<file path="src/design/e1f_pkg.sv">
// e1f_pkg: constants, register map and carriers of the e1 framer sync block
// assumes a 10 MHz system clock and a byte wide register port
package e1f_pkg;
   // register offsets
   localparam logic [7:0] OFS_FM_ONE      = 8'h00;
   localparam logic [7:0] OFS_FM_TWO      = 8'h01;
   localparam logic [7:0] OFS_FM_THREE    = 8'h02;
   localparam logic [7:0] OFS_LINE_CFG    = 8'h03;
   localparam logic [7:0] OFS_LOS_DETECT  = 8'h04;
   localparam logic [7:0] OFS_LOS_RECOVER = 8'h05;
   localparam logic [7:0] OFS_SPARE_CTL   = 8'h06;
   localparam logic [7:0] OFS_COMMAND     = 8'h07;
   localparam logic [7:0] OFS_STATUS      = 8'h08;
   localparam logic [7:0] OFS_INT_STAT    = 8'h09;
   localparam logic [7:0] OFS_INT_MASK    = 8'h0a;
   // field positions
   localparam int B_LINE_STD   = 3;
   localparam int B_RESYNC     = 1;
   localparam int B_RFS_HI     = 7;
   localparam int B_RFS_LO     = 6;
   localparam int B_AUTO_RAI   = 4;
   localparam int B_MF_RESYNC  = 0;
   localparam int B_EXT_IW     = 0;
   localparam int B_DIGITAL    = 3;
   localparam int B_AUTO_EBIT  = 3;
   localparam int B_EBIT_POL   = 2;
   localparam int B_RX_RESET   = 0;
   // interrupt bits
   localparam int I_LOS_SET    = 0;
   localparam int I_LOS_CLR    = 1;
   localparam int I_ALIGN_LOST = 2;
   localparam int I_MF_FOUND   = 3;
   localparam int I_IW400      = 4;
   localparam int I_RESYNC     = 5;
   // reset values
   localparam logic [7:0] RST_ZERO = 8'h00;
   localparam logic [7:0] RST_MASK = 8'hff;
   // framing select encodings
   localparam logic [1:0] RFS_DOUBLE  = 2'h0;
   localparam logic [1:0] RFS_CRC4    = 2'h2;
   localparam logic [1:0] RFS_INTERWK = 2'h3;
   // line codes
   localparam logic [2:0] LC_NRZ      = 3'h0;
   localparam logic [2:0] LC_AMI      = 3'h1;
   localparam logic [2:0] LC_HDB3     = 3'h2;
   localparam logic [2:0] LC_CMI      = 3'h3;
   localparam logic [2:0] LC_CMI_HDB3 = 3'h4;
   // timing
   localparam int CLK_PERIOD_NS = 100;
   localparam int MS_NS         = 1000000;
   localparam int MS_CYCLES     = MS_NS / CLK_PERIOD_NS;
   localparam int SEC_MS        = 1000;
   localparam int MF_TIMEOUT_MS = 8;
   localparam int IW_TIMEOUT_MS = 400;
   localparam logic [9:0] CRC_ERR_LIMIT = 10'h392;
   // receive events from the line side framer core
   typedef struct packed {
      logic bit_valid;
      logic bit_val;
      logic fas_found;
      logic fas_lost;
      logic mf_found;
      logic crc_err;
      logic [1:0] submf_err;
      logic tx_mf_start;
   } e1f_rx_t;
   // controls toward the transmit and search logic
   typedef struct packed {
      logic t1_mode;
      logic digital_if;
      logic [2:0] line_code;
      logic rai;
      logic [1:0] ebit;
      logic search_restart;
      logic mf_search;
      logic los;
   } e1f_tx_t;
endpackage

</file>
<file path="src/design/e1f_sync_top.sv">
// e1f_sync_top: control registers, los detection, sync strategy and alarm insertion
// assumes line events synchronous to clk_sys and a host on the plain register port
//
// The implementer's own choices: the register addresses and the plain strobed port.
`timescale 1ns/1ns
// Overview of operation
// - line standard bit low keeps E1 mode; high selects T1/J1 mode.
// - analog side codes AMI/HDB3; digital side adds NRZ, CMI, CMI with HDB3.
// - detect count 0x0a declares loss of signal after 176 zeros.
// - recover count 0x15 clears loss after 22 ones inside the interval.
// - auto status inserts received submultiframe CRC errors as next E-bits.
// - asynchronous state sends E-bits equal to the polarity control.
// - auto remote alarm follows loss of frame alignment, removed on regain.
// - CRC4 framing with auto resync restarts search after 8 ms without multiframe.
// - auto multiframe resync restarts search above 914 CRC errors per second.
// - interworking holds doubleframe after 400 ms and raises an event.
// - extended interworking raises remote alarm at 400 ms and keeps searching.
// - control registers read back; command register is write only.
// - reset leaves doubleframe E1 with framing registers zero.
// - reset sets every interrupt mask bit to one.
module e1f_sync_top
   import e1f_pkg::*;
#(
   parameter int MS_CYC = e1f_pkg::MS_CYCLES
) (
   // clock and reset
   input  wire logic            clk_sys,
   input  wire logic            rst,
   // register port
   input  wire logic [7:0]      reg_addr,
   input  wire logic [7:0]      reg_wdata,
   input  wire logic            reg_wr,
   input  wire logic            reg_rd,
   output logic      [7:0]      reg_rdata,
   // line side
   input  e1f_pkg::e1f_rx_t     rx_ev,
   output e1f_pkg::e1f_tx_t     tx_ctl,
   // interrupt
   output logic                 irq
);
   import e1f_pkg::*;

   typedef enum logic [1:0] {ST_SEARCH, ST_BASIC, ST_MULTI, ST_DF_HOLD} e1f_state_t;

   logic [7:0]  fm_one, fm_two, fm_three, line_cfg, los_det, los_rec, spare_ctl;
   logic [7:0]  int_stat, int_mask, next_int_stat, status;
   logic        los, rx_reset, restart, iw_rai, tx_rai;
   logic [12:0] zero_cnt, win_cnt, det_lim;
   logic [8:0]  ones_cnt, rec_lim;
   logic [15:0] cyc_cnt;
   logic        ms_tick, sec_tick;
   logic [9:0]  sec_ms, st_ms, crc_cnt;
   logic        crc_over;
   logic [1:0]  submf_hold, ebit;
   logic [2:0]  code_eff;
   logic [7:0]  ev;
   logic        los_set_ev, los_clr_ev, mf_ev, iw_ev;
   e1f_state_t  state;

   wire logic [1:0] rfs = fm_two[B_RFS_HI:B_RFS_LO];
   wire logic       wr_hit_cmd = reg_wr && reg_addr == OFS_COMMAND;

   // control registers, all read/write
   always_ff @(posedge clk_sys) begin
      if (rst) begin
         fm_one    <= RST_ZERO;
         fm_two    <= RST_ZERO;
         fm_three  <= RST_ZERO;
         line_cfg  <= RST_ZERO;
         los_det   <= RST_ZERO;
         los_rec   <= RST_ZERO;
         spare_ctl <= RST_ZERO;
         int_mask  <= RST_MASK;
      end else if (reg_wr) begin
         case (reg_addr)
            OFS_FM_ONE:      fm_one    <= reg_wdata;
            OFS_FM_TWO:      fm_two    <= reg_wdata;
            OFS_FM_THREE:    fm_three  <= reg_wdata;
            OFS_LINE_CFG:    line_cfg  <= reg_wdata;
            OFS_LOS_DETECT:  los_det   <= reg_wdata;
            OFS_LOS_RECOVER: los_rec   <= reg_wdata;
            OFS_SPARE_CTL:   spare_ctl <= reg_wdata;
            OFS_INT_MASK:    int_mask  <= reg_wdata;
            default: ;
         endcase
      end
   end

   // command register: write only pulse
   always_ff @(posedge clk_sys) begin
      if (rst)
         rx_reset <= 1'b0;
      else
         rx_reset <= wr_hit_cmd && reg_wdata[B_RX_RESET];
   end

   // read data, one cycle after the strobe
   assign status = {3'h0, iw_rai, tx_rai, state == ST_MULTI, state == ST_SEARCH, los};
   always_ff @(posedge clk_sys) begin
      if (rst)
         reg_rdata <= 8'h00;
      else if (reg_rd) begin
         case (reg_addr)
            OFS_FM_ONE:      reg_rdata <= fm_one;
            OFS_FM_TWO:      reg_rdata <= fm_two;
            OFS_FM_THREE:    reg_rdata <= fm_three;
            OFS_LINE_CFG:    reg_rdata <= line_cfg;
            OFS_LOS_DETECT:  reg_rdata <= los_det;
            OFS_LOS_RECOVER: reg_rdata <= los_rec;
            OFS_SPARE_CTL:   reg_rdata <= spare_ctl;
            OFS_STATUS:      reg_rdata <= status;
            OFS_INT_STAT:    reg_rdata <= int_stat;
            OFS_INT_MASK:    reg_rdata <= int_mask;
            default:         reg_rdata <= 8'h00;
         endcase
      end else
         reg_rdata <= 8'h00;
   end

   // millisecond and second timers
   always_ff @(posedge clk_sys) begin
      if (rst) begin
         cyc_cnt  <= 16'h0000;
         ms_tick  <= 1'b0;
         sec_ms   <= 10'h000;
         sec_tick <= 1'b0;
      end else begin
         ms_tick  <= cyc_cnt == 16'(MS_CYC - 1);
         cyc_cnt  <= (cyc_cnt == 16'(MS_CYC - 1)) ? 16'h0000 : cyc_cnt + 16'h0001;
         sec_tick <= ms_tick && sec_ms == 10'(SEC_MS - 1);
         if (ms_tick)
            sec_ms <= (sec_ms == 10'(SEC_MS - 1)) ? 10'h000 : sec_ms + 10'h001;
      end
   end

   // loss of signal: zero run and recovery window
   assign det_lim = {los_det + 9'h001, 4'h0};
   assign rec_lim = {1'b0, los_rec} + 9'h001;
   always_ff @(posedge clk_sys) begin
      if (rst) begin
         los      <= 1'b0;
         zero_cnt <= 13'h0000;
         win_cnt  <= 13'h0000;
         ones_cnt <= 9'h000;
      end else if (rx_ev.bit_valid) begin
         if (!los) begin
            win_cnt  <= 13'h0000;
            ones_cnt <= 9'h000;
            if (rx_ev.bit_val)
               zero_cnt <= 13'h0000;
            else if (zero_cnt + 13'h0001 >= det_lim) begin
               los      <= 1'b1;
               zero_cnt <= 13'h0000;
            end else
               zero_cnt <= zero_cnt + 13'h0001;
         end else begin
            if (rx_ev.bit_val && ones_cnt + 9'h001 >= rec_lim) begin
               los      <= 1'b0;
               win_cnt  <= 13'h0000;
               ones_cnt <= 9'h000;
            end else if (win_cnt + 13'h0001 >= det_lim) begin
               win_cnt  <= 13'h0000;
               ones_cnt <= 9'h000;
            end else begin
               win_cnt  <= win_cnt + 13'h0001;
               ones_cnt <= ones_cnt + {8'h00, rx_ev.bit_val};
            end
         end
      end
   end

   // crc error count per second window
   always_ff @(posedge clk_sys) begin
      if (rst || sec_tick || restart) begin
         crc_cnt  <= 10'h000;
      end else if (rx_ev.crc_err && crc_cnt <= CRC_ERR_LIMIT) begin
         crc_cnt <= crc_cnt + 10'h001;
      end
   end
   assign crc_over = fm_two[B_MF_RESYNC] && rx_ev.crc_err && crc_cnt == CRC_ERR_LIMIT
                     && (state == ST_BASIC || state == ST_MULTI);

   // framing search strategy
   always_ff @(posedge clk_sys) begin
      if (rst) begin
         state   <= ST_SEARCH;
         st_ms   <= 10'h000;
         restart <= 1'b0;
         iw_rai  <= 1'b0;
      end else begin
         restart <= 1'b0;
         if (ms_tick && st_ms != 10'h3ff)
            st_ms <= st_ms + 10'h001;
         if (rx_reset || crc_over) begin
            state   <= ST_SEARCH;
            restart <= 1'b1;
            iw_rai  <= 1'b0;
         end else if (rx_ev.fas_lost) begin
            state  <= ST_SEARCH;
            iw_rai <= 1'b0;
         end else begin
            case (state)
               ST_SEARCH: if (rx_ev.fas_found) begin
                  state <= ST_BASIC;
                  st_ms <= 10'h000;
               end
               ST_BASIC: if (rx_ev.mf_found && rfs[1]) begin
                  state  <= ST_MULTI;
                  iw_rai <= 1'b0;
               end else if (rfs == RFS_CRC4 && fm_one[B_RESYNC]
                            && st_ms >= 10'(MF_TIMEOUT_MS)) begin
                  state   <= ST_SEARCH;
                  restart <= 1'b1;
               end else if (rfs == RFS_INTERWK && ms_tick
                            && st_ms == 10'(IW_TIMEOUT_MS - 1)) begin
                  if (fm_three[B_EXT_IW])
                     iw_rai <= 1'b1;
                  else
                     state <= ST_DF_HOLD;
               end
               ST_MULTI:   if (!rfs[1]) state <= ST_BASIC;
               ST_DF_HOLD: if (rfs != RFS_INTERWK) state <= ST_BASIC;
               default:    state <= ST_SEARCH;
            endcase
         end
      end
   end

   // remote alarm
   assign tx_rai = (fm_two[B_AUTO_RAI] && state == ST_SEARCH) || iw_rai;

   // e-bit insertion per outgoing multiframe
   always_ff @(posedge clk_sys) begin
      if (rst) begin
         submf_hold <= 2'h0;
         ebit       <= 2'h3;
      end else if (rx_ev.tx_mf_start) begin
         submf_hold <= 2'h0;
         if (state == ST_SEARCH)
            ebit <= {2{spare_ctl[B_EBIT_POL]}};
         else if (spare_ctl[B_AUTO_EBIT])
            ebit <= ~(submf_hold | rx_ev.submf_err);
         else
            ebit <= 2'h3;
      end else
         submf_hold <= submf_hold | rx_ev.submf_err;
   end

   // line code: analog side limited to ami or hdb3
   always_comb begin
      code_eff = line_cfg[2:0];
      if (code_eff > LC_CMI_HDB3)
         code_eff = LC_HDB3;
      if (!line_cfg[B_DIGITAL] && code_eff != LC_AMI)
         code_eff = LC_HDB3;
   end

   // line side outputs
   always_ff @(posedge clk_sys) begin
      if (rst)
         tx_ctl <= '0;
      else begin
         tx_ctl.t1_mode        <= fm_one[B_LINE_STD];
         tx_ctl.digital_if     <= line_cfg[B_DIGITAL];
         tx_ctl.line_code      <= code_eff;
         tx_ctl.rai            <= tx_rai;
         tx_ctl.ebit           <= ebit;
         tx_ctl.search_restart <= restart;
         tx_ctl.mf_search      <= state == ST_BASIC && rfs[1];
         tx_ctl.los            <= los;
      end
   end

   // interrupt status, set wins over write one to clear
   always_comb begin
      los_set_ev = !los && rx_ev.bit_valid && !rx_ev.bit_val && zero_cnt + 13'h0001 >= det_lim;
      los_clr_ev = rx_ev.bit_valid && rx_ev.bit_val && ones_cnt + 9'h001 >= rec_lim;
      mf_ev      = state == ST_BASIC && rx_ev.mf_found && rfs[1] && !rx_ev.fas_lost;
      iw_ev      = state == ST_BASIC && rfs == RFS_INTERWK && ms_tick
                   && st_ms == 10'(IW_TIMEOUT_MS - 1) && !rx_ev.mf_found;
      ev         = {2'h0, restart, iw_ev, state != ST_MULTI && mf_ev,
                    state != ST_SEARCH && rx_ev.fas_lost, los && los_clr_ev, los_set_ev};
   end
   always_comb begin
      next_int_stat = int_stat;
      if (reg_wr && reg_addr == OFS_INT_STAT)
         next_int_stat = int_stat & ~reg_wdata;
      next_int_stat = next_int_stat | ev;
   end
   always_ff @(posedge clk_sys) begin
      if (rst) begin
         int_stat <= 8'h00;
         irq      <= 1'b0;
      end else begin
         int_stat <= next_int_stat;
         irq      <= |(next_int_stat & ~int_mask);
      end
   end

   // checks
   los_detect_a: assert property (@(posedge clk_sys) disable iff (rst)
      los_set_ev |=> los)
      else $error("loss of signal not declared at zero limit");
   los_recover_a: assert property (@(posedge clk_sys) disable iff (rst)
      (los && los_clr_ev) |=> !los)
      else $error("loss of signal not cleared at ones limit");
   remote_alarm_a: assert property (@(posedge clk_sys) disable iff (rst)
      (fm_two[B_AUTO_RAI] && state == ST_SEARCH) |-> ##1 tx_ctl.rai)
      else $error("remote alarm missing while alignment lost");
   ebit_async_a: assert property (@(posedge clk_sys) disable iff (rst)
      (rx_ev.tx_mf_start && state == ST_SEARCH) |=> ebit == {2{$past(spare_ctl[B_EBIT_POL])}})
      else $error("asynchronous e-bit does not follow polarity");
   ebit_auto_a: assert property (@(posedge clk_sys) disable iff (rst)
      (rx_ev.tx_mf_start && state != ST_SEARCH && spare_ctl[B_AUTO_EBIT])
      |=> ebit == ~($past(submf_hold) | $past(rx_ev.submf_err)))
      else $error("automatic e-bits do not follow submultiframe errors");
   align_lost_a: assert property (@(posedge clk_sys) disable iff (rst)
      rx_ev.fas_lost |=> state == ST_SEARCH)
      else $error("alignment lost flag not set on loss");
   mf_timeout_a: assert property (@(posedge clk_sys) disable iff (rst)
      (state == ST_BASIC && rfs == RFS_CRC4 && fm_one[B_RESYNC] && st_ms >= 10'(MF_TIMEOUT_MS)
       && !rx_ev.mf_found && !rx_ev.fas_lost) |=> restart && state == ST_SEARCH)
      else $error("multiframe timeout did not restart search");
   crc_limit_a: assert property (@(posedge clk_sys) disable iff (rst)
      crc_over |=> state == ST_SEARCH ##1 tx_ctl.search_restart)
      else $error("crc error limit did not restart search");
   iw_hold_a: assert property (@(posedge clk_sys) disable iff (rst)
      (iw_ev && !fm_three[B_EXT_IW] && !rx_reset && !crc_over && !rx_ev.fas_lost)
      |=> state == ST_DF_HOLD && int_stat[I_IW400])
      else $error("interworking hold or event missing");
   iw_ext_a: assert property (@(posedge clk_sys) disable iff (rst)
      (iw_ev && fm_three[B_EXT_IW] && !rx_reset && !crc_over && !rx_ev.fas_lost)
      |=> iw_rai && state == ST_BASIC ##1 tx_ctl.rai)
      else $error("extended interworking alarm missing");
   std_select_a: assert property (@(posedge clk_sys) disable iff (rst)
      ##1 tx_ctl.t1_mode == $past(fm_one[B_LINE_STD]))
      else $error("line standard output wrong");
   mask_reset_a: assert property (@(posedge clk_sys)
      rst |=> int_mask == RST_MASK && fm_two == RST_ZERO)
      else $error("mask or framing reset value wrong");
endmodule

</file>
<file path="config.mk">
export PLATFORM = sky130hd
export DESIGN_NAME = e1f_sync_top
export DESIGN_NICKNAME = d
export VERILOG_FILES = /design/src/design/e1f_pkg.sv /design/src/design/e1f_sync_top.sv
export SDC_FILE = /design/constraint.sdc
export NUM_CORES = 1
export LEC_CHECK = 0
export ABC_CLOCK_PERIOD_IN_PS = 3200
export CAP_MARGIN = 20
export CORE_ASPECT_RATIO = 2
export CORE_MARGIN = 2
export CORE_UTILIZATION = 54
export DETAILED_ROUTE_END_ITERATION = 16
export DONT_BUFFER_PORTS = 1
export GPL_TIMING_DRIVEN = 0
export PLACE_DENSITY = 0.72
export SLEW_MARGIN = 20
export SYNTH_ARGS = -nofsm -noshare
export SYNTH_HDL_FRONTEND = slang
export SYNTH_SLANG_ARGS = --single-unit
</file>
<file path="constraint.sdc">
create_clock -name clk_sys -period 3.2 [get_ports clk_sys]
set_input_delay 0 -clock clk_sys [delete_from_list [all_inputs] [get_ports clk_sys]]
set_output_delay 0 -clock clk_sys [all_outputs]
set_load 0.05 [all_outputs]
</file>
# Word-level counts from Yosys, hierarchy flattened
# Cells that the tools add are included.
totals:
  regBits: 185
  elab_cells: 196
op_classes:
  n_reduce_logical: 65
  muxes: 41
  bitwise_logic: 9
  addsub: 10
  magnitude_cmp: 6
  n_eq_ne: 29
op_table:
  columns: ["op", "n"]
  rows:
  - ["$pmux 8 s10", 1]
  - ["$mux 13", 5]
  - ["$mux 10", 6]
  - ["$logic_and 1x1->1", 33]
  - ["$eq 8x3->1 const B", 4]
  - ["$add 10x1->10 const B", 3]
  - ["$mux 9", 3]
  - ["$add 13x1->13 const B", 2]
  - ["$ge 13x13->1", 2]
  - ["$eq 8x4->1 const B", 3]
  - ["$eq 10x10->1 const B", 2]
  - ["$mux 2", 10]
  - ["$add 8x1->9 const B", 2]
  - ["$reduce_and 2->1", 9]
  - ["$add 16x1->16 const B", 1]
  - ["$and 8x8->8", 2]
  - ["$eq 16x14->1 const B", 1]
  - ["$eq 8x2->1 const B", 2]
  - ["$not 8->8", 2]
  - ["$mux 1", 13]
  - ["$ne 2x2->1 const B", 6]
  - ["$eq 10x9->1 const B", 1]
  - ["$ge 10x4->1 const B", 1]
  - ["$le 10x10->1 const B", 1]
  - ["other kinds (27)", 45]

# Depth between registers and ports, before layout
# Gate-level depths: netlist of run 1.
logic_depth:
  word_depth: 8
  depth_mapped: 13
  depth_no_buf: 12

# Worst setup path before layout of run 1
# Ideal clock, no wire load.
synth_timing:
  path_type: "reg2reg"
  start: "register win_cnt[6]"
  end: "register ones_cnt[7]"
  synth_period_minus_slack_ns: 3.069
  n_path_buf: 0
  stages_incl_launch_ff: 12
  setup_slack_ns: 0.131
  arrival_ns: 3.007
  required_ns: 3.138
  setup_ns: 0.062
  path_cell_list: "dfxtp_1 -> nand3_1 -> or2_2 -> nor2_1 -> xor2_1 -> ha_1 -> a211oi_1 -> a21oi_1 -> or3_1 -> a2111o_1 -> or3_1 -> nand3_1"
synth_via:
  elab_chain_len: 5
synth_lines:
  columns: ["item", "line", "source"]
  rows:
  - ["start, declared", "e1f_sync_top.sv:48", "logic [12:0] zero_cnt, win_cnt, det_lim;"]
  - ["start signal, assigned", "e1f_sync_top.sv:165", "win_cnt <= win_cnt + 13'h0001;"]
  - ["$add 13x1->13", "e1f_sync_top.sv:161", "end else if (win_cnt + 13'h0001 >= det_lim) begin"]
  - ["$ge 13x13->1", "e1f_sync_top.sv:161", null]
  - ["$mux 9", "e1f_sync_top.sv:161", null]
  - ["$mux 9", "e1f_sync_top.sv:157", "if (rx_ev.bit_val && ones_cnt + 9'h001 >= rec_lim) begin"]
  - ["$mux 9", "e1f_sync_top.sv:146", "if (!los) begin"]
  - ["end signal, assigned", "e1f_sync_top.sv:166", "ones_cnt <= ones_cnt + {8'h00, rx_ev.bit_val};"]
  - ["end, declared", "e1f_sync_top.sv:49", "logic [8:0] ones_cnt, rec_lim;"]
# Every way passes these cells.
# A chain may end at the register's enable or synchronous reset.

# Final worst setup path of run 1
layout_timing:
  start: "register win_cnt[1]"
  end: "register win_cnt[3]"
layout_via:
  elab_chain_len: 5
layout_lines:
  columns: ["item", "line"]
  rows:
  - ["$add 13x1->13 (*)", "e1f_sync_top.sv:161, e1f_sync_top.sv:165"]
  - ["$ge 13x13->1", "e1f_sync_top.sv:161"]
  - ["$mux 13 (*)", "e1f_sync_top.sv:161"]
  - ["$mux 13 (*)", "e1f_sync_top.sv:157"]
  - ["$mux 13 (*)", "e1f_sync_top.sv:146"]
# Mark *: on every way between the ends. The rest lies on a longest branch, timed or not.

==> results of run 1 <==
==> registers in the layout, summed over array words and instances (netlist names), 9 cells and up <==
signal and count:
cyc_cnt 16, win_cnt 13, zero_cnt 13, tx_ctl 11, crc_cnt 10, sec_ms 10, st_ms 10, ones_cnt 9
==> worst register-to-register path, stage by stage (launching register included) <==
cell	delay [ps]
dfxtp_4	390
nand4_1	210
or2_4	330
nor2_4	130
xor2_2	200
ha_1	280
a211oi_2	230
a21oi_1	90
or3_4	400
a2111o_2	530
or3_1	330
o21ai_1	100
==> worst max path at each step <==
| stage | startpoint | end | cells past startpoint |
|---|---|---|---|
| finish | win_cnt[1] | win_cnt[3] | 11 |
| global route | win_cnt[1] | win_cnt[6] | 12 |
| detailed placement | win_cnt[2] | ones_cnt[6] | 12 |
| floorplan | win_cnt[6] | ones_cnt[7] | 11 |
| CTS | win_cnt[2] | ones_cnt[7] | 11 |
| global placement | win_cnt[0] | win_cnt[2] | 13 |
==> routing by layer <==
metal,routed length [um],global-route usage (%)
met3,943,4.29
met1,9210,26.4
met5,0,0
met4,1630,19.2
met2,14100,53.6
==> through the flow <==
stage	setup slack (ps)	TNS, ps	power [mW]	utilization [%]
after detailed placement	-518	-13280	2.59	56.3
after global routing	-104	-703	4.72	62.6
after global placement	-520	-12870	2.59	56.3
final	-82.4	-365	4.57	62.6
after floorplan	131	0	2.52	-
after CTS	9.66	0	4.61	61.2
==> cell usage after synthesis, types with 22 or more instances <==
cell type	count	share of area [%]
o21ai_0	22	1.2
xor2_1	32	3.0
nand4_1	27	1.8
dfxtp_1	185	39
nand2_1	101	4.0
ha_1	44	5.8
nor2_1	155	6.2
clkbuf_1	49	2.0
nand3_1	65	3.5
a21oi_1	52	2.8
xnor2_1	35	3.3
mux2i_1	69	7.3
inv_1	23	0.92
==> repair_timing <==
action	in CTS	in global routing
hold buffers	12	0
endpoints found under the hold margin	22	0
gates resized for setup	40	32
endpoints found under the setup margin	34	30
pin swaps	4	19
gates cloned	1	0
setup buffers	5	15
==> cell type report <==
cell class | count | share of cell area, %
inverters | 23 | 0.802
multi-input cells | 829 | 51.9
plain buffers | 56 | 2.32
repair buffers | 32 | 2.63
flip-flops and latches | 185 | 34.8
clock buffers | 20 | 4.06
well taps | 210 | 2.44
clock inverters | 12 | 1.07
==> cells by family after synthesis <==
| family | Yosys count | synth area share (%) |
|---|---|---|
| buffers and inverters | 83 | 3.54 |
| adders and majority gates | 44 | 5.85 |
| and+or+nand+nor | 472 | 24.2 |
| AOI/OAI and AO/OA | 169 | 12.3 |
| DFF | 185 | 39.4 |
| xor gates and xnor gates | 67 | 6.24 |
| muxes | 76 | 8.53 |
==> power breakdown <==
part           switching (mW)  total [mW]  internal (mW)
Combinational           0.158       0.224         0.0658
Clock                   0.931        2.02           1.09
Sequential             0.0225        2.33           2.31
Total                    1.11        4.57           3.46
==> impl_metrics.toml, run 1 <==
[setup_path]
critPathSlowestCell = "a2111o_2"
required_ps = 3560
crit_family = "simple AND/OR/NAND/NOR gates"
r2r-end = "win_cnt[3]"
r2r_slack_ps = -80
cp-start-kind = "flop"
critical_path.cell_chain = "nand4_1 > or2_4 > nor2_4 > xor2_2 > ha_1 > a211oi_2 > a21oi_1 > or3_4 > a2111o_2 > or3_1 > o21ai_1"
end_kind = "flop"
worst-endpoint-arrival_ps = 3640
path_buf_inv = 0
ff2ff_path_depth = 11
crit_type = "reg2reg"
max_stage_delay_ps = 530
critPathMaxFanout = 5
r2r_start = "win_cnt[1]"

[sta]
hold_viol = 0
hold_ws_ps = 24.9
fin_crit_sh_pct = 103
fin_ws_ps = -82.4
rsz0062_at_grt = "true"
max_freq_mhz = 305
final-setup-viol-count = 7
tightest_slew_ps = 812
slew_headroom_pct = 45.9
fin_crit_ps = 3280
slew_viol_final = 0
skew_ps = 8.85

[clock_tree]
cts_tree = "yes"
cts_root_buf = "clkbuf_16"
h-tree-depth = 4
cts_buffer_depth = 2
clock_sinks = 185
clk_pin_slew_worst_paths_ps = 70
insertion_delay_ps = 440
cts_inserted_buffers = 17

[finish]
multi_input_area_mm2 = 0.00559
layout_common_cells = "dfxtp_1 (169), nor2_1 (151), nand2_1 (100)"
syn_to_final_growth_pct = 14.4
diodes = 0
final_common_cell = "dfxtp_1"
final_area_mm2 = 0.0108
drive_gt1_share_pct = 11.1
instances_no_fill = 1367
fillers = 1499
regArea_mm2 = 0.00375
layout.nets = 1217

[global_routing]
grt_pass1_wl_mm = 41.0
grt_max_degree = 17
overflow = 0
grt_pass1_vias = 8130
grtUsageTotal_pct = 27.8
antenna_found_initial = 0

[floorplanning]
core_mm2 = 0.0172
ios = 49
chipHeight_um = 191
rows = 68
initial_core_util_pct = 54.8
die_w_um = 97.4
die-area_mm2 = 0.0186

[hold_path]
whs_path_depth = 2
hold_path_class = "in2reg"
hold_end = "int_stat[6]"
worstHoldStart = "reg_wdata[6]"

[place]
numPortBuffers = 0
routabilityCongestion = 0.943
placed_area_mm2 = 0.00967
dp.cells = 1306
dpl.hpwl_mm = 18.8

[synth]
syn-mean-instance-area_um2 = 8.59
async_reset_ff_share_pct = 0
ys_types = 72
synth_seq_cells = 185
syn_nets = 1169
ys.flop_type = "dfxtp_1"
synth_edf_count = 0
synth_cells = 1096
ys_seq_area_share_pct = 39.4
synth_warnings = 0
netlist_area_mm2 = 0.00941

[job]
maxCapViolCount = 0

[run_status]
outcome = "finished, violations left"
violations = "setup timing"

[pwr]
vdd.ir_drop.worst_uv = 322
powerDensity_mw_per_mm2 = 425
power_leakage_nw = 4.13

[route]
drc = 0
dr.pass1.iters = 6
wl_per_cell_um = 19.0
ant_nets = 0
via_count = 8264
dr.first_iter.drc_count = 405
routed_wl_mm = 25.9
vias_per_cell = 6.05
Power figures use the tool's default switching activity.
==> run 2, diff against run 1 <==
--- a/config.mk
+++ b/config.mk
@@ -7,13 +7,15 @@
 export LEC_CHECK = 0
 export ABC_CLOCK_PERIOD_IN_PS = 3200
 export CAP_MARGIN = 20
+export CELL_PAD_IN_SITES_DETAIL_PLACEMENT = 1
+export CELL_PAD_IN_SITES_GLOBAL_PLACEMENT = 1
 export CORE_ASPECT_RATIO = 2
 export CORE_MARGIN = 2
-export CORE_UTILIZATION = 54
+export CORE_UTILIZATION = 44
 export DETAILED_ROUTE_END_ITERATION = 16
 export DONT_BUFFER_PORTS = 1
 export GPL_TIMING_DRIVEN = 0
-export PLACE_DENSITY = 0.72
+export PLACE_DENSITY_LB_ADDON = 0.1
 export SLEW_MARGIN = 20
 export SYNTH_ARGS = -nofsm -noshare
 export SYNTH_HDL_FRONTEND = slang
==> run 2 against run 1 <==
Cell count rose by 4.5%. Register-to-register slack better by 70 ps. Sequential power hardly changed. Combinational power is 7% higher. Clock-buffer cell count fell by 2. Maximum frequency up 2.3%. First-iteration DRC count fell by 21%. Sequential share of layout area decreased by 0.82 points. Highest routed layer unchanged. The run still ends with setup timing left. Final area up 2.5%. Die area increased by 22%. Setup slack better by 74 ps.
==> impl_metrics.toml, run 2 (synthesis gave the netlist of run 1 again) <==
[pwr]
power_leakage_nw = 4.19
p_clk_share_pct = 47.8
p_int_mw = 3.73
swShare_pct = 24.4
comb_power_share_pct = 4.8
p_sw_mw = 1.20
vdd.ir_drop.worst_uv = 338
powerDensity_mw_per_mm2 = 447
power_mw = 4.93
seq_power_share_pct = 47.3

[clock_tree]
clock_sinks = 185
insertion_delay_ps = 460
cts_root_buf = "clkbuf_16"
h-tree-depth = 4
cts_inserted_buffers = 17
cts_tree = "yes"
cts_buffer_depth = 2
clk_pin_slew_worst_paths_ps = 70

[place]
dp_slack_ps = -730
routabilityCongestion = 0.942
dpl.hpwl_mm = 22.7
placed_area_mm2 = 0.00975
numPortBuffers = 0

[sta]
rsz0062_at_grt = "true"
skew_ps = 8.93
fin_crit_sh_pct = 100
slew_headroom_pct = 40.1
hold_viol = 0
slew_viol_final = 0
tightest_slew_ps = 899
fin_crit_ps = 3210
fin_ws_ps = -7.99
final-setup-viol-count = 1
max_freq_mhz = 312

[finish]
regArea_mm2 = 0.00375
largest_register_ffs = 16
multi_input_area_mm2 = 0.00564
top_regs = "cyc_cnt x16, win_cnt x13, zero_cnt x13"
final_common_cell = "dfxtp_1"
regMostFlops = "cyc_cnt"
layout.nets = 1219
fillers = 2504
drive_gt1_share_pct = 12.8
syn_to_final_growth_pct = 17.2
layout_common_cells = "dfxtp_1 (165), nor2_1 (150), nand2_1 (100)"
diodes = 0
final_area_mm2 = 0.0110

[route]
wl_per_cell_um = 21.7
dr.first_iter.drc_count = 320
vias_per_cell = 5.86
dr.pass1.iters = 5
via_count = 8362
drc = 0
routed_wl_mm = 31.0
ant_nets = 0

[setup_path]
critPathMaxFanout = 6
worst-endpoint-arrival_ps = 3610
end_kind = "flop"
required_ps = 3600
cp-start-kind = "flop"
crit_type = "reg2reg"

[run_status]
outcome = "finished, violations left"
violations = "setup timing"

[global_routing]
overflow = 0
antenna_found_initial = 0
grt_pass1_wl_mm = 47.3
grtUsageTotal_pct = 27.6
grt_max_degree = 18
grt_pass1_vias = 8764

[floorplanning]
die_w_um = 107
rows = 75
ios = 49
core_mm2 = 0.0210
initial_core_util_pct = 44.8
chipHeight_um = 211
die-area_mm2 = 0.0226

[job]
maxCapViolCount = 0

[hold_path]
hold_path_class = "in2reg"
run 2: changes by cell type in the layout (fill, tap and decap cells not counted), sizes merged:
cell,delta
clkinv,-5
bufinv,+3
buf,+1
dlygate4sd3,+1
inv,+1
clkbuf,-2
clkinvlp,+3
run 2: cell type report:
cell class	count	share of cell area [%]
inverters	23	0.782
clock buffers	18	3.98
flip-flops and latches	185	34.0
well taps	269	3.05
repair buffers	35	2.93
clock inverters	14	1.91
plain buffers	55	2.30
multi-input cells	829	51.1
run 2: power groups by stage:
stage               registers [mW]  logic [mW]  clock network, mW
finish                        2.33       0.239               2.36
global route                  2.33       0.255               2.49
global placement              2.39       0.215                  0
floorplan                     2.39       0.135                  0
CTS                           2.33       0.235               2.40
detailed placement            2.39       0.217                  0
run 2: worst max-delay path: stages, from the launching register on:
cell	delay [ps]
dfxtp_4	400
nand4_1	170
or2_4	300
nor2_4	130
xor2_2	220
ha_4	240
a211oi_2	270
a21oi_2	90
or3_4	430
a2111o_2	440
or3_1	350
nand3_1	100
run 2: through the flow:
stage                     hold WS (ps)  util (%)  cells  setup TNS [ps]
final                             20.8      52.5   1428           -7.99
after global routing              60.3      52.5   1428            -568
after detailed placement          82.6      46.4   1365          -19020
after floorplan                   79.3         -   1096               0
after CTS                         5.57      51.2   1417               0
after global placement            81.1      46.4   1365          -16070
run 2: repair_timing:
action,in CTS,in global routing
setup buffers,9,11
pin swaps,12,25
setup endpoints to repair,35,29
gates cloned,1,2
gates resized for setup,52,34
hold endpoints to repair,24,0
hold buffers,13,0
run 2: worst paths after layout:
path         slack (ps)     endpoint        from  cells after the start
max reg2reg          -8  win_cnt[12]  win_cnt[2]                     11
min reg2reg         440   cyc_cnt[0]  cyc_cnt[0]                      1
min                  20   crc_cnt[2]    rx_ev[3]                      4
max                  -8  win_cnt[12]  win_cnt[2]                     11
run 2: routing by layer:
metal / vias up / global-route usage, % / share of wire (%)
met2: 176 / 53.8 / 56
met4: 0 / 18.2 / 7.1
met5: - / 0 / 0
li1: 3978 / - / -
met1: 4113 / 24.7 / 33
met3: 95 / 5.28 / 3.0
